<file path="src/scfd_params.svh">
// Function
// - bus address is word 0x02 bit 23 (high) and bit 22 (low).
// - default address: 0 single die or first die, 1 second die.
// - calibration filter code 0..3: 0.08,0.3,1.25,4 Hz; codes 4-7 16 Hz.
// - calibration filter code never changes coil self test response time.
// - lower calibration bandwidth lengthens compensation settling; flagged to software.
// - signal filter code 0..3: 40,160,680,3000 Hz; codes 4-7 7400 Hz.
// - upper clamp bits 11:0 inverted: 0x0 maximum, 0xFFF minimum.
// - lower clamp bits 23:12 plain: 0x0 minimum, 0xFFF maximum.
`ifndef SCFD_PARAMS_SVH
`define SCFD_PARAMS_SVH
// ************************************************************
// register indices (byte address is four times the index)
// ************************************************************
`define SCFD_IDX_BUS_ADDR   8'h02
`define SCFD_IDX_FILTER     8'h03
`define SCFD_IDX_CLAMP      8'h08
`define SCFD_IDX_STATUS     8'h10
`define SCFD_IDX_SAMPLE     8'h11
// ************************************************************
// field positions
// ************************************************************
`define SCFD_ADDR_LO_BIT    22
`define SCFD_ADDR_HI_BIT    23
`define SCFD_CAL_MSB        21
`define SCFD_CAL_LSB        19
`define SCFD_SIG_MSB        18
`define SCFD_SIG_LSB        16
`define SCFD_CLPH_MSB       11
`define SCFD_CLPH_LSB       0
`define SCFD_CLPL_MSB       23
`define SCFD_CLPL_LSB       12
// ************************************************************
// reset values and cutoffs (centihertz)
// ************************************************************
`define SCFD_RST_WORD       32'h0000_0000
`define SCFD_ADDR_DIE1      2'h0
`define SCFD_ADDR_DIE2      2'h1
`define SCFD_ADDR_DIE2_WORD 32'h0040_0000
`define SCFD_CAL_HZ0        20'h00008
`define SCFD_CAL_HZ1        20'h0001E
`define SCFD_CAL_HZ2        20'h0007D
`define SCFD_CAL_HZ3        20'h00190
`define SCFD_CAL_HZ4        20'h00640
`define SCFD_SIG_HZ0        20'h00FA0
`define SCFD_SIG_HZ1        20'h03E80
`define SCFD_SIG_HZ2        20'h109A0
`define SCFD_SIG_HZ3        20'h493E0
`define SCFD_SIG_HZ4        20'hB4AA0
`define SCFD_SLOW_CAL_CODE  3'h1
`define SCFD_COIL_TEST_CYC  16'h0100
`endif

</file>
<file path="src/scfd_pkg.sv">
package scfd_pkg;
  typedef logic [11:0] scfd_level_t;
  typedef logic [19:0] scfd_centihz_t;
  typedef enum logic [1:0] {
    SCFD_ST_IDLE = 2'b00,
    SCFD_ST_TEST = 2'b01,
    SCFD_ST_DONE = 2'b10
  } scfd_test_state_e;
endpackage

</file>
<file path="src/scfd_cfg_if.sv">
`timescale 1ns/1ps
interface scfd_cfg_if;
  import scfd_pkg::*;
  scfd_level_t upper_lvl;
  scfd_level_t lower_lvl;
  logic [11:0] raw_value;
  logic [11:0] limited_value;
  modport top   (output upper_lvl, output lower_lvl, output raw_value, input limited_value);
  modport clamp (input upper_lvl, input lower_lvl, input raw_value, output limited_value);
endinterface

</file>
<file path="src/scfd_clamp.sv">
`timescale 1ns/1ps
module scfd_clamp
  import scfd_pkg::*;
(
  scfd_cfg_if.clamp cfg
);
  always_comb begin
    if (cfg.raw_value > cfg.upper_lvl) begin
      cfg.limited_value = cfg.upper_lvl;
    end else if (cfg.raw_value < cfg.lower_lvl) begin
      cfg.limited_value = cfg.lower_lvl;
    end else begin
      cfg.limited_value = cfg.raw_value;
    end
  end
endmodule

</file>
<file path="src/sensor_config_field_decode.sv">
`timescale 1ns/1ps
`include "scfd_params.svh"
module sensor_config_field_decode
  import scfd_pkg::*;
#(
  parameter bit SECOND_DIE = 1'b0
)(
  input  wire logic          CLK,
  input  wire logic          RST_B,
  input  wire logic          CE,
  input  wire logic [7:0]    ADDR,
  input  wire logic [31:0]   WDATA,
  input  wire logic          WR,
  input  wire logic          RD,
  output logic      [31:0]   RDATA,
  input  wire logic [11:0]   SAMPLE_IN,
  input  wire logic          SAMPLE_VALID,
  input  wire logic          COIL_SELF_TEST_START,
  output logic      [1:0]    BUS_ADDRESS,
  output logic      [2:0]    CALIB_FILTER_CUTOFF_SEL,
  output logic      [2:0]    SIGNAL_FILTER_CUTOFF_SEL,
  output logic      [19:0]   CALIB_CUTOFF_CHZ,
  output logic      [19:0]   SIGNAL_CUTOFF_CHZ,
  output logic      [11:0]   UPPER_LIMIT_OUTPUT,
  output logic      [11:0]   LOWER_LIMIT_OUTPUT,
  output logic      [11:0]   LIMITED_OUT,
  output logic               COIL_SELF_TEST_BUSY,
  output logic               SLOW_SETTLE
);
  // ************************************************************
  // registers
  // ************************************************************
  logic [31:0]      bus_address_word_reg;
  logic [31:0]      filter_select_word_reg;
  logic [31:0]      output_clamp_word_reg;
  logic [11:0]      sample_reg;
  logic [15:0]      test_cnt_reg;
  scfd_test_state_e test_state_reg;
  scfd_test_state_e test_state_next;
  scfd_cfg_if       cfg ();

  // ************************************************************
  // per-die reset values
  // ************************************************************
  // per-die default
  localparam logic [31:0] addr_word_rst = SECOND_DIE ? `SCFD_ADDR_DIE2_WORD : `SCFD_RST_WORD;
  localparam logic [1:0]  addr_rst      = SECOND_DIE ? `SCFD_ADDR_DIE2 : `SCFD_ADDR_DIE1;

  always_ff @(posedge CLK or negedge RST_B) begin
    if (!RST_B) begin
      bus_address_word_reg <= addr_word_rst;
    end else if (CE && WR && ADDR == `SCFD_IDX_BUS_ADDR) begin
      bus_address_word_reg <= WDATA;
    end
  end

  always_ff @(posedge CLK or negedge RST_B) begin
    if (!RST_B) begin
      filter_select_word_reg <= `SCFD_RST_WORD;
    end else if (CE && WR && ADDR == `SCFD_IDX_FILTER) begin
      filter_select_word_reg <= WDATA;
    end
  end

  always_ff @(posedge CLK or negedge RST_B) begin
    if (!RST_B) begin
      output_clamp_word_reg <= `SCFD_RST_WORD;
    end else if (CE && WR && ADDR == `SCFD_IDX_CLAMP) begin
      output_clamp_word_reg <= WDATA;
    end
  end

  // ************************************************************
  // field decode
  // ************************************************************
  // address bits
  // bit 23 high, bit 22 low, no per-die offset
  logic [1:0] stored_addr;
  assign stored_addr = {bus_address_word_reg[`SCFD_ADDR_HI_BIT],
                        bus_address_word_reg[`SCFD_ADDR_LO_BIT]};

  always_ff @(posedge CLK or negedge RST_B) begin
    if (!RST_B) begin
      BUS_ADDRESS <= addr_rst;
    end else if (CE) begin
      BUS_ADDRESS <= stored_addr;
    end
  end

  logic [2:0] cal_code;
  logic [2:0] sig_code;
  assign cal_code = filter_select_word_reg[`SCFD_CAL_MSB:`SCFD_CAL_LSB];
  assign sig_code = filter_select_word_reg[`SCFD_SIG_MSB:`SCFD_SIG_LSB];

  always_ff @(posedge CLK or negedge RST_B) begin
    if (!RST_B) begin
      CALIB_FILTER_CUTOFF_SEL  <= 3'h0;
      SIGNAL_FILTER_CUTOFF_SEL <= 3'h0;
      CALIB_CUTOFF_CHZ         <= `SCFD_CAL_HZ0;
      SIGNAL_CUTOFF_CHZ        <= `SCFD_SIG_HZ0;
      SLOW_SETTLE              <= 1'b1;
    end else if (CE) begin
      CALIB_FILTER_CUTOFF_SEL  <= cal_code;
      SIGNAL_FILTER_CUTOFF_SEL <= sig_code;
      case (cal_code)
        3'h0:    CALIB_CUTOFF_CHZ <= `SCFD_CAL_HZ0;
        3'h1:    CALIB_CUTOFF_CHZ <= `SCFD_CAL_HZ1;
        3'h2:    CALIB_CUTOFF_CHZ <= `SCFD_CAL_HZ2;
        3'h3:    CALIB_CUTOFF_CHZ <= `SCFD_CAL_HZ3;
        default: CALIB_CUTOFF_CHZ <= `SCFD_CAL_HZ4;
      endcase
      case (sig_code)
        3'h0:    SIGNAL_CUTOFF_CHZ <= `SCFD_SIG_HZ0;
        3'h1:    SIGNAL_CUTOFF_CHZ <= `SCFD_SIG_HZ1;
        3'h2:    SIGNAL_CUTOFF_CHZ <= `SCFD_SIG_HZ2;
        3'h3:    SIGNAL_CUTOFF_CHZ <= `SCFD_SIG_HZ3;
        default: SIGNAL_CUTOFF_CHZ <= `SCFD_SIG_HZ4;
      endcase
      SLOW_SETTLE <= (cal_code <= `SCFD_SLOW_CAL_CODE);
    end
  end

  always_ff @(posedge CLK or negedge RST_B) begin
    if (!RST_B) begin
      UPPER_LIMIT_OUTPUT <= 12'hFFF;
      LOWER_LIMIT_OUTPUT <= 12'h000;
    end else if (CE) begin
      UPPER_LIMIT_OUTPUT <= ~output_clamp_word_reg[`SCFD_CLPH_MSB:`SCFD_CLPH_LSB];
      LOWER_LIMIT_OUTPUT <= output_clamp_word_reg[`SCFD_CLPL_MSB:`SCFD_CLPL_LSB];
    end
  end

  // ************************************************************
  // output limiting
  // ************************************************************
  always_ff @(posedge CLK or negedge RST_B) begin
    if (!RST_B) begin
      sample_reg <= 12'h000;
    end else if (CE && SAMPLE_VALID) begin
      sample_reg <= SAMPLE_IN;
    end
  end

  assign cfg.upper_lvl = UPPER_LIMIT_OUTPUT;
  assign cfg.lower_lvl = LOWER_LIMIT_OUTPUT;
  assign cfg.raw_value = sample_reg;

  // crossed limits: samples above the upper limit take it, all others take the lower limit
  scfd_clamp u_clamp (
    .cfg (cfg)
  );

  always_ff @(posedge CLK or negedge RST_B) begin
    if (!RST_B) begin
      LIMITED_OUT <= 12'h000;
    end else if (CE) begin
      LIMITED_OUT <= cfg.limited_value;
    end
  end

  // ************************************************************
  // coil self test timer
  // ************************************************************
  // fixed test length
  always_comb begin
    test_state_next = test_state_reg;
    case (test_state_reg)
      SCFD_ST_IDLE: begin
        if (COIL_SELF_TEST_START) begin
          test_state_next = SCFD_ST_TEST;
        end
      end
      SCFD_ST_TEST: begin
        if (test_cnt_reg == `SCFD_COIL_TEST_CYC - 16'h0001) begin
          test_state_next = SCFD_ST_DONE;
        end
      end
      SCFD_ST_DONE: begin
        test_state_next = SCFD_ST_IDLE;
      end
      default: begin
        test_state_next = SCFD_ST_IDLE;
      end
    endcase
  end

  always_ff @(posedge CLK or negedge RST_B) begin
    if (!RST_B) begin
      test_state_reg <= SCFD_ST_IDLE;
      test_cnt_reg   <= 16'h0000;
    end else if (CE) begin
      test_state_reg <= test_state_next;
      test_cnt_reg   <= (test_state_reg == SCFD_ST_TEST) ? test_cnt_reg + 16'h0001 : 16'h0000;
    end
  end

  assign COIL_SELF_TEST_BUSY = (test_state_reg == SCFD_ST_TEST);

  // ************************************************************
  // register read
  // ************************************************************
  always_ff @(posedge CLK or negedge RST_B) begin
    if (!RST_B) begin
      RDATA <= 32'h0000_0000;
    end else if (CE) begin
      RDATA <= 32'h0000_0000;
      if (RD) begin
        case (ADDR)
          `SCFD_IDX_BUS_ADDR: RDATA <= bus_address_word_reg;
          `SCFD_IDX_FILTER:   RDATA <= filter_select_word_reg;
          `SCFD_IDX_CLAMP:    RDATA <= output_clamp_word_reg;
          `SCFD_IDX_STATUS:   RDATA <= {27'h0, SLOW_SETTLE, COIL_SELF_TEST_BUSY, 1'b0, BUS_ADDRESS};
          `SCFD_IDX_SAMPLE:   RDATA <= {20'h0, LIMITED_OUT};
          default:            RDATA <= 32'h0000_0000;
        endcase
      end
    end
  end
endmodule

</file>
<file path="config.mk">
export PLATFORM = sky130hd
export DESIGN_NAME = sensor_config_field_decode
export DESIGN_NICKNAME = d
export VERILOG_FILES = /design/src/scfd_pkg.sv /design/src/scfd_cfg_if.sv /design/src/scfd_clamp.sv /design/src/sensor_config_field_decode.sv
export VERILOG_INCLUDE_DIRS = /design/src
export SDC_FILE = /design/constraint.sdc
export NUM_CORES = 1
export LEC_CHECK = 0
export BUFFER_PORTS_ARGS = -buffer_cell sky130_fd_sc_hd__buf_2
export CAP_MARGIN = 15
export CORE_ASPECT_RATIO = 1.75
export CORE_MARGIN = 4
export CORE_UTILIZATION = 50
export DETAILED_ROUTE_END_ITERATION = 7
export PLACE_DENSITY = 0.85
export SLEW_MARGIN = 20
export SYNTH_ARGS = -nofsm -noshare
export SYNTH_HDL_FRONTEND = slang
export SYNTH_SLANG_ARGS = --single-unit
</file>
<file path="constraint.sdc">
create_clock -name CLK -period 4.1 [get_ports CLK]
set_input_delay 0.205 -clock CLK [delete_from_list [all_inputs] [get_ports CLK]]
set_output_delay 0.205 -clock CLK [all_outputs]
set_load 0.05 [all_outputs]
</file>
==> After elaboration in Yosys (flattened, before gate mapping) <==
Index checks and enable logic that the tools add are counted.
{ "totals": {"ff_bits": 243, "elab_cells": 55, "out_inout_bits": 118, "inputBits": 59} }
{ "classes": {"n_eq_ne": 15, "reduce_logical": 9, "n_mux": 10, "n_addsub": 1, "magnitude_cmp": 3, "n_bitwise": 1} }
{ "ops": {"columns": ["operator", "n"], "rows": [
  ["one-hot mux 32 bit (5 select lines)", 1],
  ["one-hot mux 20 bit (4 select lines)", 1],
  ["one-hot mux 11 bit (4 select lines)", 1],
  ["2-to-1 mux 32 bit", 1],
  ["2-to-1 mux 12 bit", 2],
  ["adder 16 x 1 -> 16 bit (second input constant)", 1],
  ["equality test 16 x 8 -> 1 bit (second input constant)", 1],
  ["equality test 8 x 2 -> 1 bit (second input constant)", 2],
  ["equality test 8 x 5 -> 1 bit (second input constant)", 2],
  ["2-to-1 mux 16 bit", 1],
  ["equality test 3 x 2 -> 1 bit (second input constant)", 4],
  ["greater-than comparator 12 bit", 1],
  ["less-than comparator 12 bit", 1],
  ["NOT 12 bit", 1],
  ["equality test 8 x 4 -> 1 bit (second input constant)", 1],
  ["equality test 3 x 1 -> 1 bit (second input constant)", 2],
  ["zero test 3 bit", 2],
  ["logical AND 1 bit", 5],
  ["2-to-1 mux 2 bit", 2],
  ["one-hot mux 2 bit (2 select lines)", 1],
  ["less-or-equal comparator 3 x 1 -> 1 bit (second input constant)", 1],
  ["AND reduction 3 bit", 1],
  ["equality test 2 x 1 -> 1 bit (second input constant)", 1],
  ["zero test 2 bit", 1],
  ["other kinds (2)", 2]
]} }

==> Longest topological paths before layout <==
Gate-level depths: netlist (run 1).
{ "depth": {"depth_word": 3, "ltp_mapped": 9, "mapped_depth_nobuf": 8} }

==> Cells and area by module <==
From an unflattened synthesis (run 1), not the netlist that was laid out.
{ "hier_totals": {"hier_cells": 832, "hier_area_um2": 10518.8} }
{ "by_module_without_submodules": {"columns": ["mod", "area_per_inst_um2", "n_inst", "seq_area_each_um2", "cells_per_inst"], "rows": [
  ["sensor_config_field_decode", 9675.5, 1, 5554.1, 727],
  ["scfd_clamp", 843.3, 1, 0.0, 105]
]} }

==> Worst setup path before layout (run 1) <==
Ideal clock, no wire load.
{ "synth_timing": {"path_kind": "register to register", "startpoint": "register LOWER_LIMIT_OUTPUT[1]", "endpoint": "register LIMITED_OUT[1]", "path_buffers": 1, "t_arrival_ns": 2.396, "required_time_ns": 3.958, "setup_ns": 0.142, "stages_incl_launch_ff": 9, "synth_period_minus_slack_ns": 2.538, "setup_slack_ns": 1.562, "path_cell_list": "dfrtp_1 > inv_1 > ha_1 > a2111oi_4 > a2111oi_2 > a2111oi_4 > buf_6 > mux2i_1 > o221ai_1"} }
{ "synth_via": {"elab_chain_cells": 3} }
{ "synth_rtl": {"columns": ["item", "line", "text"], "rows": [
  ["start: declaration", "sensor_config_field_decode.sv:25", "output logic [11:0] LOWER_LIMIT_OUTPUT,"],
  ["start signal: assignment", "sensor_config_field_decode.sv:129", "LOWER_LIMIT_OUTPUT <= output_clamp_word_reg[`SCFD_CLPL_MSB:`SCFD_CLPL_LSB];"],
  ["less-than comparator 12 bit", "scfd_clamp.sv:10", "end else if (cfg.raw_value < cfg.lower_lvl) begin"],
  ["2-to-1 mux 12 bit *", "scfd_clamp.sv:10", null],
  ["2-to-1 mux 12 bit *", "scfd_clamp.sv:8", "if (cfg.raw_value > cfg.upper_lvl) begin"],
  ["end signal: assignment", "sensor_config_field_decode.sv:157", "LIMITED_OUT <= cfg.limited_value;"],
  ["end: declaration", "sensor_config_field_decode.sv:26", "output logic [11:0] LIMITED_OUT,"]
]} }
Mark *: on every way between the ends. The rest lies on a longest branch, timed or not.
A chain may end at the register's enable or synchronous reset.

==> Worst setup path after layout (run 1) <==
{ "layout_timing": {"startpoint": "register LOWER_LIMIT_OUTPUT[1]", "endpoint": "register LIMITED_OUT[5]"} }
{ "layout_via": {"elab_chain_cells": 3} }
{ "layout_rtl": {"columns": ["item", "line"], "rows": [
  ["less-than comparator 12 bit", "scfd_clamp.sv:10"],
  ["2-to-1 mux 12 bit", "scfd_clamp.sv:10"],
  ["2-to-1 mux 12 bit", "scfd_clamp.sv:8"]
]} }
Every way passes these cells.

==> results of run 1 <==
worst paths after layout:
path                                             to  slack, ps  cells past startpoint
setup / recovery                     LIMITED_OUT[5]       1320                      7
hold / removal             bus_address_word_reg[23]         30                      2
setup reg to reg                     LIMITED_OUT[5]       1320                      7
hold reg to reg               UPPER_LIMIT_OUTPUT[5]        440                      1
max in group asynchronous         test_state_reg[1]       2620                      3
min in group asynchronous     LOWER_LIMIT_OUTPUT[9]        280                      2
cells in the mapped netlist, drive strengths merged, types with 9 or more instances:
master,number,share of area [%]
dfrtp,202,51
mux2,115,13
nand2,58,2.2
inv,42,1.6
a21oi,40,2.0
buf,40,2.8
nor2,39,1.5
clkbuf,31,1.2
o21ai,30,1.5
o2bb2ai,26,2.3
ha,24,3.0
dfstp,19,5.0
mux2i,16,1.6
a21o,13,0.98
a221oi,13,1.1
nand3,13,0.65
a222oi,11,1.1
o221ai,11,0.97
a22o,10,0.88
a22oi,9,0.68
through the flow:
stage          setup slack [ps]  instance area, um2  total power [mW]  hold slack, ps
2_1_floorplan              1562               10020             2.853          -90.59
3_3_place_gp               1348               10860             3.070           240.4
3_5_place_dp               1287               10860             3.092           245.1
4_1_cts                    1338               12090             5.350           17.80
5_1_grt                    1163               12100             5.493           18.15
6_report                   1318               12100             5.336           27.63
cells by family after synthesis:
group	share of synthesized area [%]
DFF	55.72
AOI/OAI and AO/OA	13.12
and+or+nand+nor	6.842
muxes	14.60
buffers and inverters	5.574
adders and majority gates	3.013
xor gates and xnor gates	1.054
other	0.07535
report_power, final:
part	switching (mW)	leakage (nW)	internal, mW
logic	0.443	2.70	0.225
registers	0.140	2.96	2.29
clock network	0.855	0.385	1.38
layer usage:
metal  part of all wire [%]  vias to the layer above
met5                      0                        -
met4                    6.0                        0
met3                    6.2                      107
met2                     51                      348
met1                     36                     3757
li1                       -                     3289
layout by cell type (no fill, tap or decap), types with 2 or more instances in the layout:
cell type / count
sky130_fd_sc_hd__dfrtp_1: 202
sky130_fd_sc_hd__buf_2: 160
sky130_fd_sc_hd__mux2_2: 108
sky130_fd_sc_hd__nand2_1: 58
sky130_fd_sc_hd__dlygate4sd3_1: 44
sky130_fd_sc_hd__inv_1: 42
sky130_fd_sc_hd__a21oi_1: 40
sky130_fd_sc_hd__nor2_1: 39
sky130_fd_sc_hd__o21ai_0: 28
sky130_fd_sc_hd__o2bb2ai_1: 26
sky130_fd_sc_hd__ha_1: 24
sky130_fd_sc_hd__clkbuf_16: 21
sky130_fd_sc_hd__dfstp_2: 19
sky130_fd_sc_hd__mux2i_1: 16
sky130_fd_sc_hd__conb_1: 15
sky130_fd_sc_hd__a221oi_1: 13
sky130_fd_sc_hd__a21o_1: 13
sky130_fd_sc_hd__nand3_1: 11
sky130_fd_sc_hd__o221ai_1: 11
sky130_fd_sc_hd__a222oi_1: 11
sky130_fd_sc_hd__a22o_1: 10
sky130_fd_sc_hd__a22oi_1: 9
sky130_fd_sc_hd__xor2_1: 8
sky130_fd_sc_hd__buf_4: 8
sky130_fd_sc_hd__and3_1: 7
sky130_fd_sc_hd__o31ai_1: 7
sky130_fd_sc_hd__mux2_1: 7
sky130_fd_sc_hd__nand4_1: 6
sky130_fd_sc_hd__bufinv_16: 6
sky130_fd_sc_hd__nor4_1: 5
sky130_fd_sc_hd__nand2b_1: 4
sky130_fd_sc_hd__xnor2_1: 4
sky130_fd_sc_hd__clkbuf_1: 4
sky130_fd_sc_hd__clkbuf_8: 3
sky130_fd_sc_hd__and4_1: 2
sky130_fd_sc_hd__a2111oi_4: 2
sky130_fd_sc_hd__nor3_1: 2
sky130_fd_sc_hd__nand3_2: 2
sky130_fd_sc_hd__buf_12: 2
final cells by class:
type | count | share of cell area, %
sequential | 221 | 45.92
multi-input combinational | 503 | 32.41
timing repair buffer | 215 | 11.21
clock buffer | 28 | 4.810
tap | 245 | 2.534
clock inverter | 10 | 1.759
inverter | 43 | 1.334
antenna | 1 | 0.02069
worst max-delay path: stages (launching register included):
cell and delay, ps:
sky130_fd_sc_hd__dfrtp_1 390, sky130_fd_sc_hd__inv_1 70, sky130_fd_sc_hd__ha_1 320, sky130_fd_sc_hd__a2111oi_4 300, sky130_fd_sc_hd__a2111oi_2 110, sky130_fd_sc_hd__a2111oi_4 990
sky130_fd_sc_hd__mux2i_1 330, sky130_fd_sc_hd__o221ai_1 140
==> run summary, run 1 <==
==================================================================================================
Result of the run                                                                        completed
Number of buffers inserted by hold repair at cts                                                44
Unique masters post-synth                                                                       51
Post-cts sizing count                                                                            0
Number of placed instances with taps included                                                 1183
Util after Layout                                                                           61.54%
Multi-input logic area                                                                    3920 um2
Global routing usage on met2                                                                42.54%
CTS tree                                                                                      done
Latest clock arrival within the worst-skew pair                                             510 ps
Synthesized area divided by synthesized cell count                                       12.08 um2
Standard-cell rows                                                                              68
Drt pass-1 iters                                                                                 6
Yosys Warn Count                                                                                 0
First-iteration detailed-routing DRC count                                                     761
Peak fanout along the critical path                                                             12
Count of state elements after synthesis                                                        221
Launch instance of the worst register-to-register path                                LOWER_LIMIT_OUTPUT[1]
Total detailed-routing wirelength                                                         27.68 mm
Portion of the post-synthesis area used by sequential elements                              55.72%
Count of final max-slew check failures                                                           0
Area added between synthesis and finish                                                     21.35%
Port Buffer Count                                                                              161
Top-level I/O count                                                                            177
Half-perimeter wire length after detailed placement                                       19.16 mm
Global routing's busiest layer                                                                met2
Setup crit end kind                                                                           flop
WP data required                                                                           4470 ps
Ys async rst share                                                                          100.0%
Worst clock skew                                                                          27.75 ps
Sort of element at the start of the critical path                                             flop
Die width                                                                                 114.7 um
Largest net degree at the start of global routing                                              139
Worst setup path startpoint                                                           LOWER_LIMIT_OUTPUT[1]
Floorplan die height                                                                      194.8 um
Final hold violation count                                                                       0
Last weighted congestion value of the routability-driven placer                             0.8797
Setup Buffers After CTS                                                                          0
Buffer type at the clock tree root                                                    sky130_fd_sc_hd__clkbuf_16
Routed vias/inst                                                                             5.925
Final antenna-violating net count                                                                0
MaxCap Viol Count                                                                                0
Fill cell instance count of the final layout                                                  1510
Area taken by flip-flops and latches                                                      5554 um2
PwrDens                                                                               441.2 nW/um2
Post-route fraction of the period consumed by the critical path                             67.86%
EDFF count, synth                                                                                0
TritonCTS Buffers                                                                               21
Min Clock Period, post-route                                                               2782 ps
Most used flip-flop cell after synthesis                                              sky130_fd_sc_hd__dfrtp_1
Cell count after synthesis                                                                     825
Setup repair after global routing missed its margin                                          false
Startpoint of the lowest-slack hold path                                                 WDATA[23]
Area enclosed by the die boundary                                                        22350 um2
Summed negative setup slack over all endpoints                                                0 ps
Via count of the first global-routing pass                                                    7740
Via total after detailed routing                                                              7501
Buffer levels on the longest clock path                                                          3
Core Region                                                                              19650 um2
All-layer global routing usage                                                              24.32%
Upper clock frequency limit                                                              359.4 MHz
GR met1 Demand/Resource                                                                     28.76%
H-tree depth                                                                                     1
Number of clock sinks                                                                          221
Final nets                                                                                    1088
Worst-margin pin slew                                                                      1124 ps
Min-Delay Path Class                                                                        in2reg
Share of cells above drive strength 1                                                       33.82%
Setup CP Type                                                                              reg2reg
Clock transition time at the flip-flop clock pins of the worst setup and hold paths          70 ps
First-pass GRT wire length                                                                42.84 mm
Wire length per cell                                                                      21.86 um
Post-route DRC                                                                                   0
Number of setup violations in the final report                                                   0
VDD IR-drop max                                                                          0.3455 mV
Worst-case headroom to the max-slew limit                                                   24.46%
Effective utilization at floorplan                                                          50.71%
Total leakage power                                                                       6.038 nW
Number of antenna violations at the first check in global routing                                1
Filler-free cell count of the finished design                                                 1266
GRT Residual Overflow                                                                            0
Critical path arrival                                                                      3150 ps
Met3 Usage GRT                                                                              3.302%
Combined area of all synthesized cells                                                    9967 um2
==================================================================================================
Power figures use the tool's default switching activity.
==> inputs of run 2 (changes only) <==
--- a/config.mk
+++ b/config.mk
@@ -6,13 +6,14 @@
 export SDC_FILE = /design/constraint.sdc
 export NUM_CORES = 1
 export LEC_CHECK = 0
+export ABC_AREA = 1
 export BUFFER_PORTS_ARGS = -buffer_cell sky130_fd_sc_hd__buf_2
 export CAP_MARGIN = 15
 export CORE_ASPECT_RATIO = 1.75
 export CORE_MARGIN = 4
 export CORE_UTILIZATION = 50
 export DETAILED_ROUTE_END_ITERATION = 7
-export PLACE_DENSITY = 0.85
+export PLACE_DENSITY = 0.84
 export SLEW_MARGIN = 20
 export SYNTH_ARGS = -nofsm -noshare
 export SYNTH_HDL_FRONTEND = slang
==> constraint.sdc (replaced) <==
create_clock -name CLK -period 2.7 [get_ports CLK]
set_input_delay 0.135 -clock CLK [delete_from_list [all_inputs] [get_ports CLK]]
set_output_delay 0.135 -clock CLK [all_outputs]
set_load 0.05 [all_outputs]
==> run summary, run 2 <==
==================================================================================================
Half-perimeter wire length after detailed placement                                       21.73 mm   +13%
Library cell with the largest summed area after synthesis                             sky130_fd_sc_hd__dfrtp_1
Most used flip-flop cell after synthesis                                              sky130_fd_sc_hd__dfrtp_1
Top-level I/O count                                                                            177   unchanged
Synthesized-area fraction occupied by adder cells                                           2.814%   -0.20 points
Leading cell types by total area after synthesis                                      sky130_fd_sc_hd__dfrtp_1, sky130_fd_sc_hd__nand2_1, sky130_fd_sc_hd__nand3_1
Summed negative setup slack over all endpoints                                                0 ps   unchanged
Cell family with the largest share of critical-path delay                             simple AND/OR/NAND/NOR gates
Max incr delay on CP                                                                        540 ps   -450 ps
Floorplan die height                                                                      201.3 um   +3.3%
First-pass GRT wire length                                                                49.74 mm   +16%
Portion of the post-synthesis area used by sequential elements                              52.05%   -3.7 points
Number of placed instances with taps included                                                 1661   +40%
Critical path arrival                                                                      2700 ps   -450 ps
Combinational group share of total power                                                     16.3%   +3.8 points
Largest net degree at the start of global routing                                               79   -43%
Number of antenna violations at the first check in global routing                                0   -1
Number of clock sinks                                                                          221   unchanged
Sort of element at the start of the critical path                                             flop
Min-Delay Path Class                                                                      in2async
Port Buffer Count                                                                              161   unchanged
Wire length per cell                                                                      17.50 um   -20%
Total Power Consumption                                                                   8.171 mW   +53%
Die width                                                                                 118.4 um   +3.2%
Area added between synthesis and finish                                                     18.88%
WP data required                                                                           3090 ps   -1380 ps
Depth of the most critical reg-to-reg path                                                      10   +3
Setup CP Type                                                                              reg2reg
Multiplexer share of the synthesized area                                                   1.161%   -13 points
Destination of the worst register-to-register timing path                             LIMITED_OUT[7]
Latest clock arrival within the worst-skew pair                                             510 ps   about the same
Dominant cell type by count on the critical path                                      sky130_fd_sc_hd__nand2_1
Clock transition time at the flip-flop clock pins of the worst setup and hold paths          70 ps   about the same
Xor/xnor cell area share of the yosys netlist                                                   0%   -1.1 points
MaxCap Viol Count                                                                                0   unchanged
Antenna cells                                                                                    0   -1
Final nets                                                                                    1561   +43%
Most frequent cell after synthesis                                                    sky130_fd_sc_hd__nand2_1
Unique masters post-synth                                                                       35   -31%
Combined area of all synthesized cells                                                   10670 um2   +7.1%
Count of state elements after synthesis                                                        221   unchanged
Final antenna-violating net count                                                                0   unchanged
Worst path cell trace                                                                 inv_1 -> ha_1 -> a21oi_1 -> nand2_1 -> nand2_1 -> nand3_1 -> nand2_1 -> nand3_1 -> nand2_1 -> nand2_1
Count of final max-slew check failures                                                           0   unchanged
All-layer global routing usage                                                              25.94%   +1.6 points
Last weighted congestion value of the routability-driven placer                             0.9594   +9.1%
Top-area cell type share of the netlist area                                                47.37%   -3.3 points
Routed vias/inst                                                                             5.295   -11%
Standard-cell rows                                                                              70   +2.9%
Post-route DRC                                                                                   0   unchanged
Number of setup violations in the final report                                                   0   unchanged
Via total after detailed routing                                                              9234   +23%
Post-synthesis share of cell area spent on and, or, nand and nor gates                      25.19%   +18 points
First-iteration detailed-routing DRC count                                                     725   -4.7%
Launch instance of the worst register-to-register path                                UPPER_LIMIT_OUTPUT[7]
Total detailed-routing wirelength                                                         30.52 mm   +10%
Synth Area in Compound Gates                                                                9.322%   -3.8 points
Fraction of power spent switching nets                                                      30.10%   +3.1 points
Area enclosed by the die boundary                                                        23830 um2   +6.7%
Setup slack, reg-to-reg                                                                     390 ps   -930 ps
H-tree depth                                                                                     1   unchanged
Min Clock Period, post-route                                                               2312 ps   -470.3 ps
Peak fanout along the critical path                                                             12   unchanged
Worst-margin pin slew                                                                     600.1 ps   -523.7 ps
Worst-case headroom to the max-slew limit                                                   59.99%   +36 points
TritonCTS Buffers                                                                               21   unchanged
Combinational family with the most area after synthesis                               simple AND/OR/NAND/NOR gates
Buffer levels on the longest clock path                                                          3   unchanged
Filler-free cell count of the finished design                                                 1744   +38%
Cell count after synthesis                                                                    1298   +57%
Standard cell with the maximum stage delay on the critical path                       sky130_fd_sc_hd__dfstp_2
Setup repair after global routing missed its margin                                          false
Upper clock frequency limit                                                              432.6 MHz   +20%
Sequential fraction of design power                                                          45.6%   about the same
Post-cts sizing count                                                                            0   unchanged
Effective utilization at floorplan                                                          50.97%   +0.26 points
Setup crit end kind                                                                           flop
Result of the run                                                                        completed
Net switching power figure                                                                2.459 mW   +71%
Buf/Inv on CP                                                                                    1   unchanged
Top cells by instance count after synthesis                                           sky130_fd_sc_hd__nand2_1, sky130_fd_sc_hd__dfrtp_1, sky130_fd_sc_hd__inv_1, sky130_fd_sc_hd__nand3_1, sky130_fd_sc_hd__o21ai_0
Worst setup path startpoint                                                           UPPER_LIMIT_OUTPUT[7]
Drt pass-1 iters                                                                                 5   -1
Core Region                                                                              20930 um2   +6.5%
CTS tree                                                                                      done
Clock network fraction of design power                                                       38.1%   -3.9 points
Post-route fraction of the period consumed by the critical path                             85.62%   +18 points
Worst clock skew                                                                          13.02 ps   -14.73 ps
Yosys Warn Count                                                                                 0   unchanged
Total internal power                                                                      5.712 mW   +47%
PwrDens                                                                               644.2 nW/um2   +46%
Share of cells above drive strength 1                                                       19.37%   -14 points
VDD IR-drop max                                                                          0.3997 mV   +16%
EDFF count, synth                                                                                0   unchanged
GRT Residual Overflow                                                                            0   unchanged
Total leakage power                                                                       6.869 nW   +14%
Via count of the first global-routing pass                                                    9322   +20%
Final hold violation count                                                                       0   unchanged
Most common cell after layout, fill and taps aside                                    sky130_fd_sc_hd__nand2_1
Synthesized area divided by synthesized cell count                                       8.221 um2   -32%
Buffer type at the clock tree root                                                    sky130_fd_sc_hd__clkbuf_16
Commonest cells after routing, fill and taps aside                                    sky130_fd_sc_hd__nand2_1, sky130_fd_sc_hd__dfrtp_1, sky130_fd_sc_hd__buf_2, sky130_fd_sc_hd__inv_1, sky130_fd_sc_hd__nand3_1
Ys async rst share                                                                          100.0%   unchanged
==================================================================================================
## run 2: cell count changes after synthesis, moves of 20 or more
cell	before	now
sky130_fd_sc_hd__o21ai_2	0	32
sky130_fd_sc_hd__o2bb2ai_1	26	0
sky130_fd_sc_hd__nand2_1	58	486
sky130_fd_sc_hd__a21oi_1	40	20
sky130_fd_sc_hd__nand3_1	13	108
sky130_fd_sc_hd__inv_1	42	125
sky130_fd_sc_hd__o21ai_0	28	106
sky130_fd_sc_hd__mux2_2	108	11
## run 2: logic make-up (layout without fill, tap and decap cells)
| logic type | Yosys count | count (layout) |
|---|---|---|
| AOI/OAI and AO/OA | 172 | 172 |
| muxes | 11 | 11 |
| buffers and inverters | 212 | 393 |
| adders and majority gates | 24 | 24 |
| other | 2 | 15 |
| and+or+nand+nor | 656 | 656 |
| DFF | 221 | 221 |
## run 2: worst max path at each step
stage | endpoint | cells past startpoint
floorplan | LIMITED_OUT[10] | 12
global placement | LIMITED_OUT[2] | 12
detailed placement | LIMITED_OUT[9] | 10
CTS | LIMITED_OUT[7] | 10
global route | LIMITED_OUT[5] | 12
finish | LIMITED_OUT[7] | 10
## run 2: stage by stage
step                cell area, um2  hold slack (ps)  worst slack (ps)  utilization (%)
floorplan                    10720           -160.6             605.7                -
global placement             11500            90.60             433.6            54.96
detailed placement           11500            98.05             422.2            54.96
CTS                          12680            155.4             403.2            60.60
global route                 12680            166.6             180.0            60.60
finish                       12680            133.8             388.1            60.60
## run 2: repair_timing
action	4_1_cts	5_1_grt
hold buffers	46	0
setup buffers	0	0
hold endpoints to repair	151	0
## run 2: area by class of cell
type / count / area, um2
clock buffer: 29 / 595.6
clock inverter: 8 / 125.1
fill: 1757 / 8248
inverter: 130 / 488.0
multi-input combinational: 878 / 4163
sequential: 221 / 5554
tap: 252 / 315.3
timing repair buffer: 226 / 1444
## run 2: worst register-to-register path, delay by kind of cell (launching register included)
| family | cells | cell delay, ps |
|---|---|---|
| AND/OR/NAND/NOR | 7 | 1110 |
| flip-flops | 1 | 540 |
| adder cells (fa/ha/maj) | 1 | 340 |
| AO/OA/AOI/OAI | 1 | 160 |
| buffers and inverters | 1 | 50 |
## run 2: power groups by stage
stage | clock [mW] | combinational [mW] | sequential [mW]
final | 3.12 | 1.33 | 3.72
after global routing | 3.29 | 1.47 | 3.74
after CTS | 3.14 | 1.34 | 3.72
after detailed placement | 0 | 1.29 | 3.78
after global placement | 0 | 1.26 | 3.78
after floorplan | 0 | 0.628 | 3.97
## run 2: layer usage
| layer | vias to the layer above | part of all wire, % | track usage (%) |
|---|---|---|---|
| met5 | - | 0 | 0 |
| met4 | 0 | 6.8 | 14.71 |
| met3 | 85 | 4.5 | 2.362 |
| met2 | 344 | 52 | 46.67 |
| met1 | 4386 | 37 | 30.06 |
| li1 | 4419 | - | - |
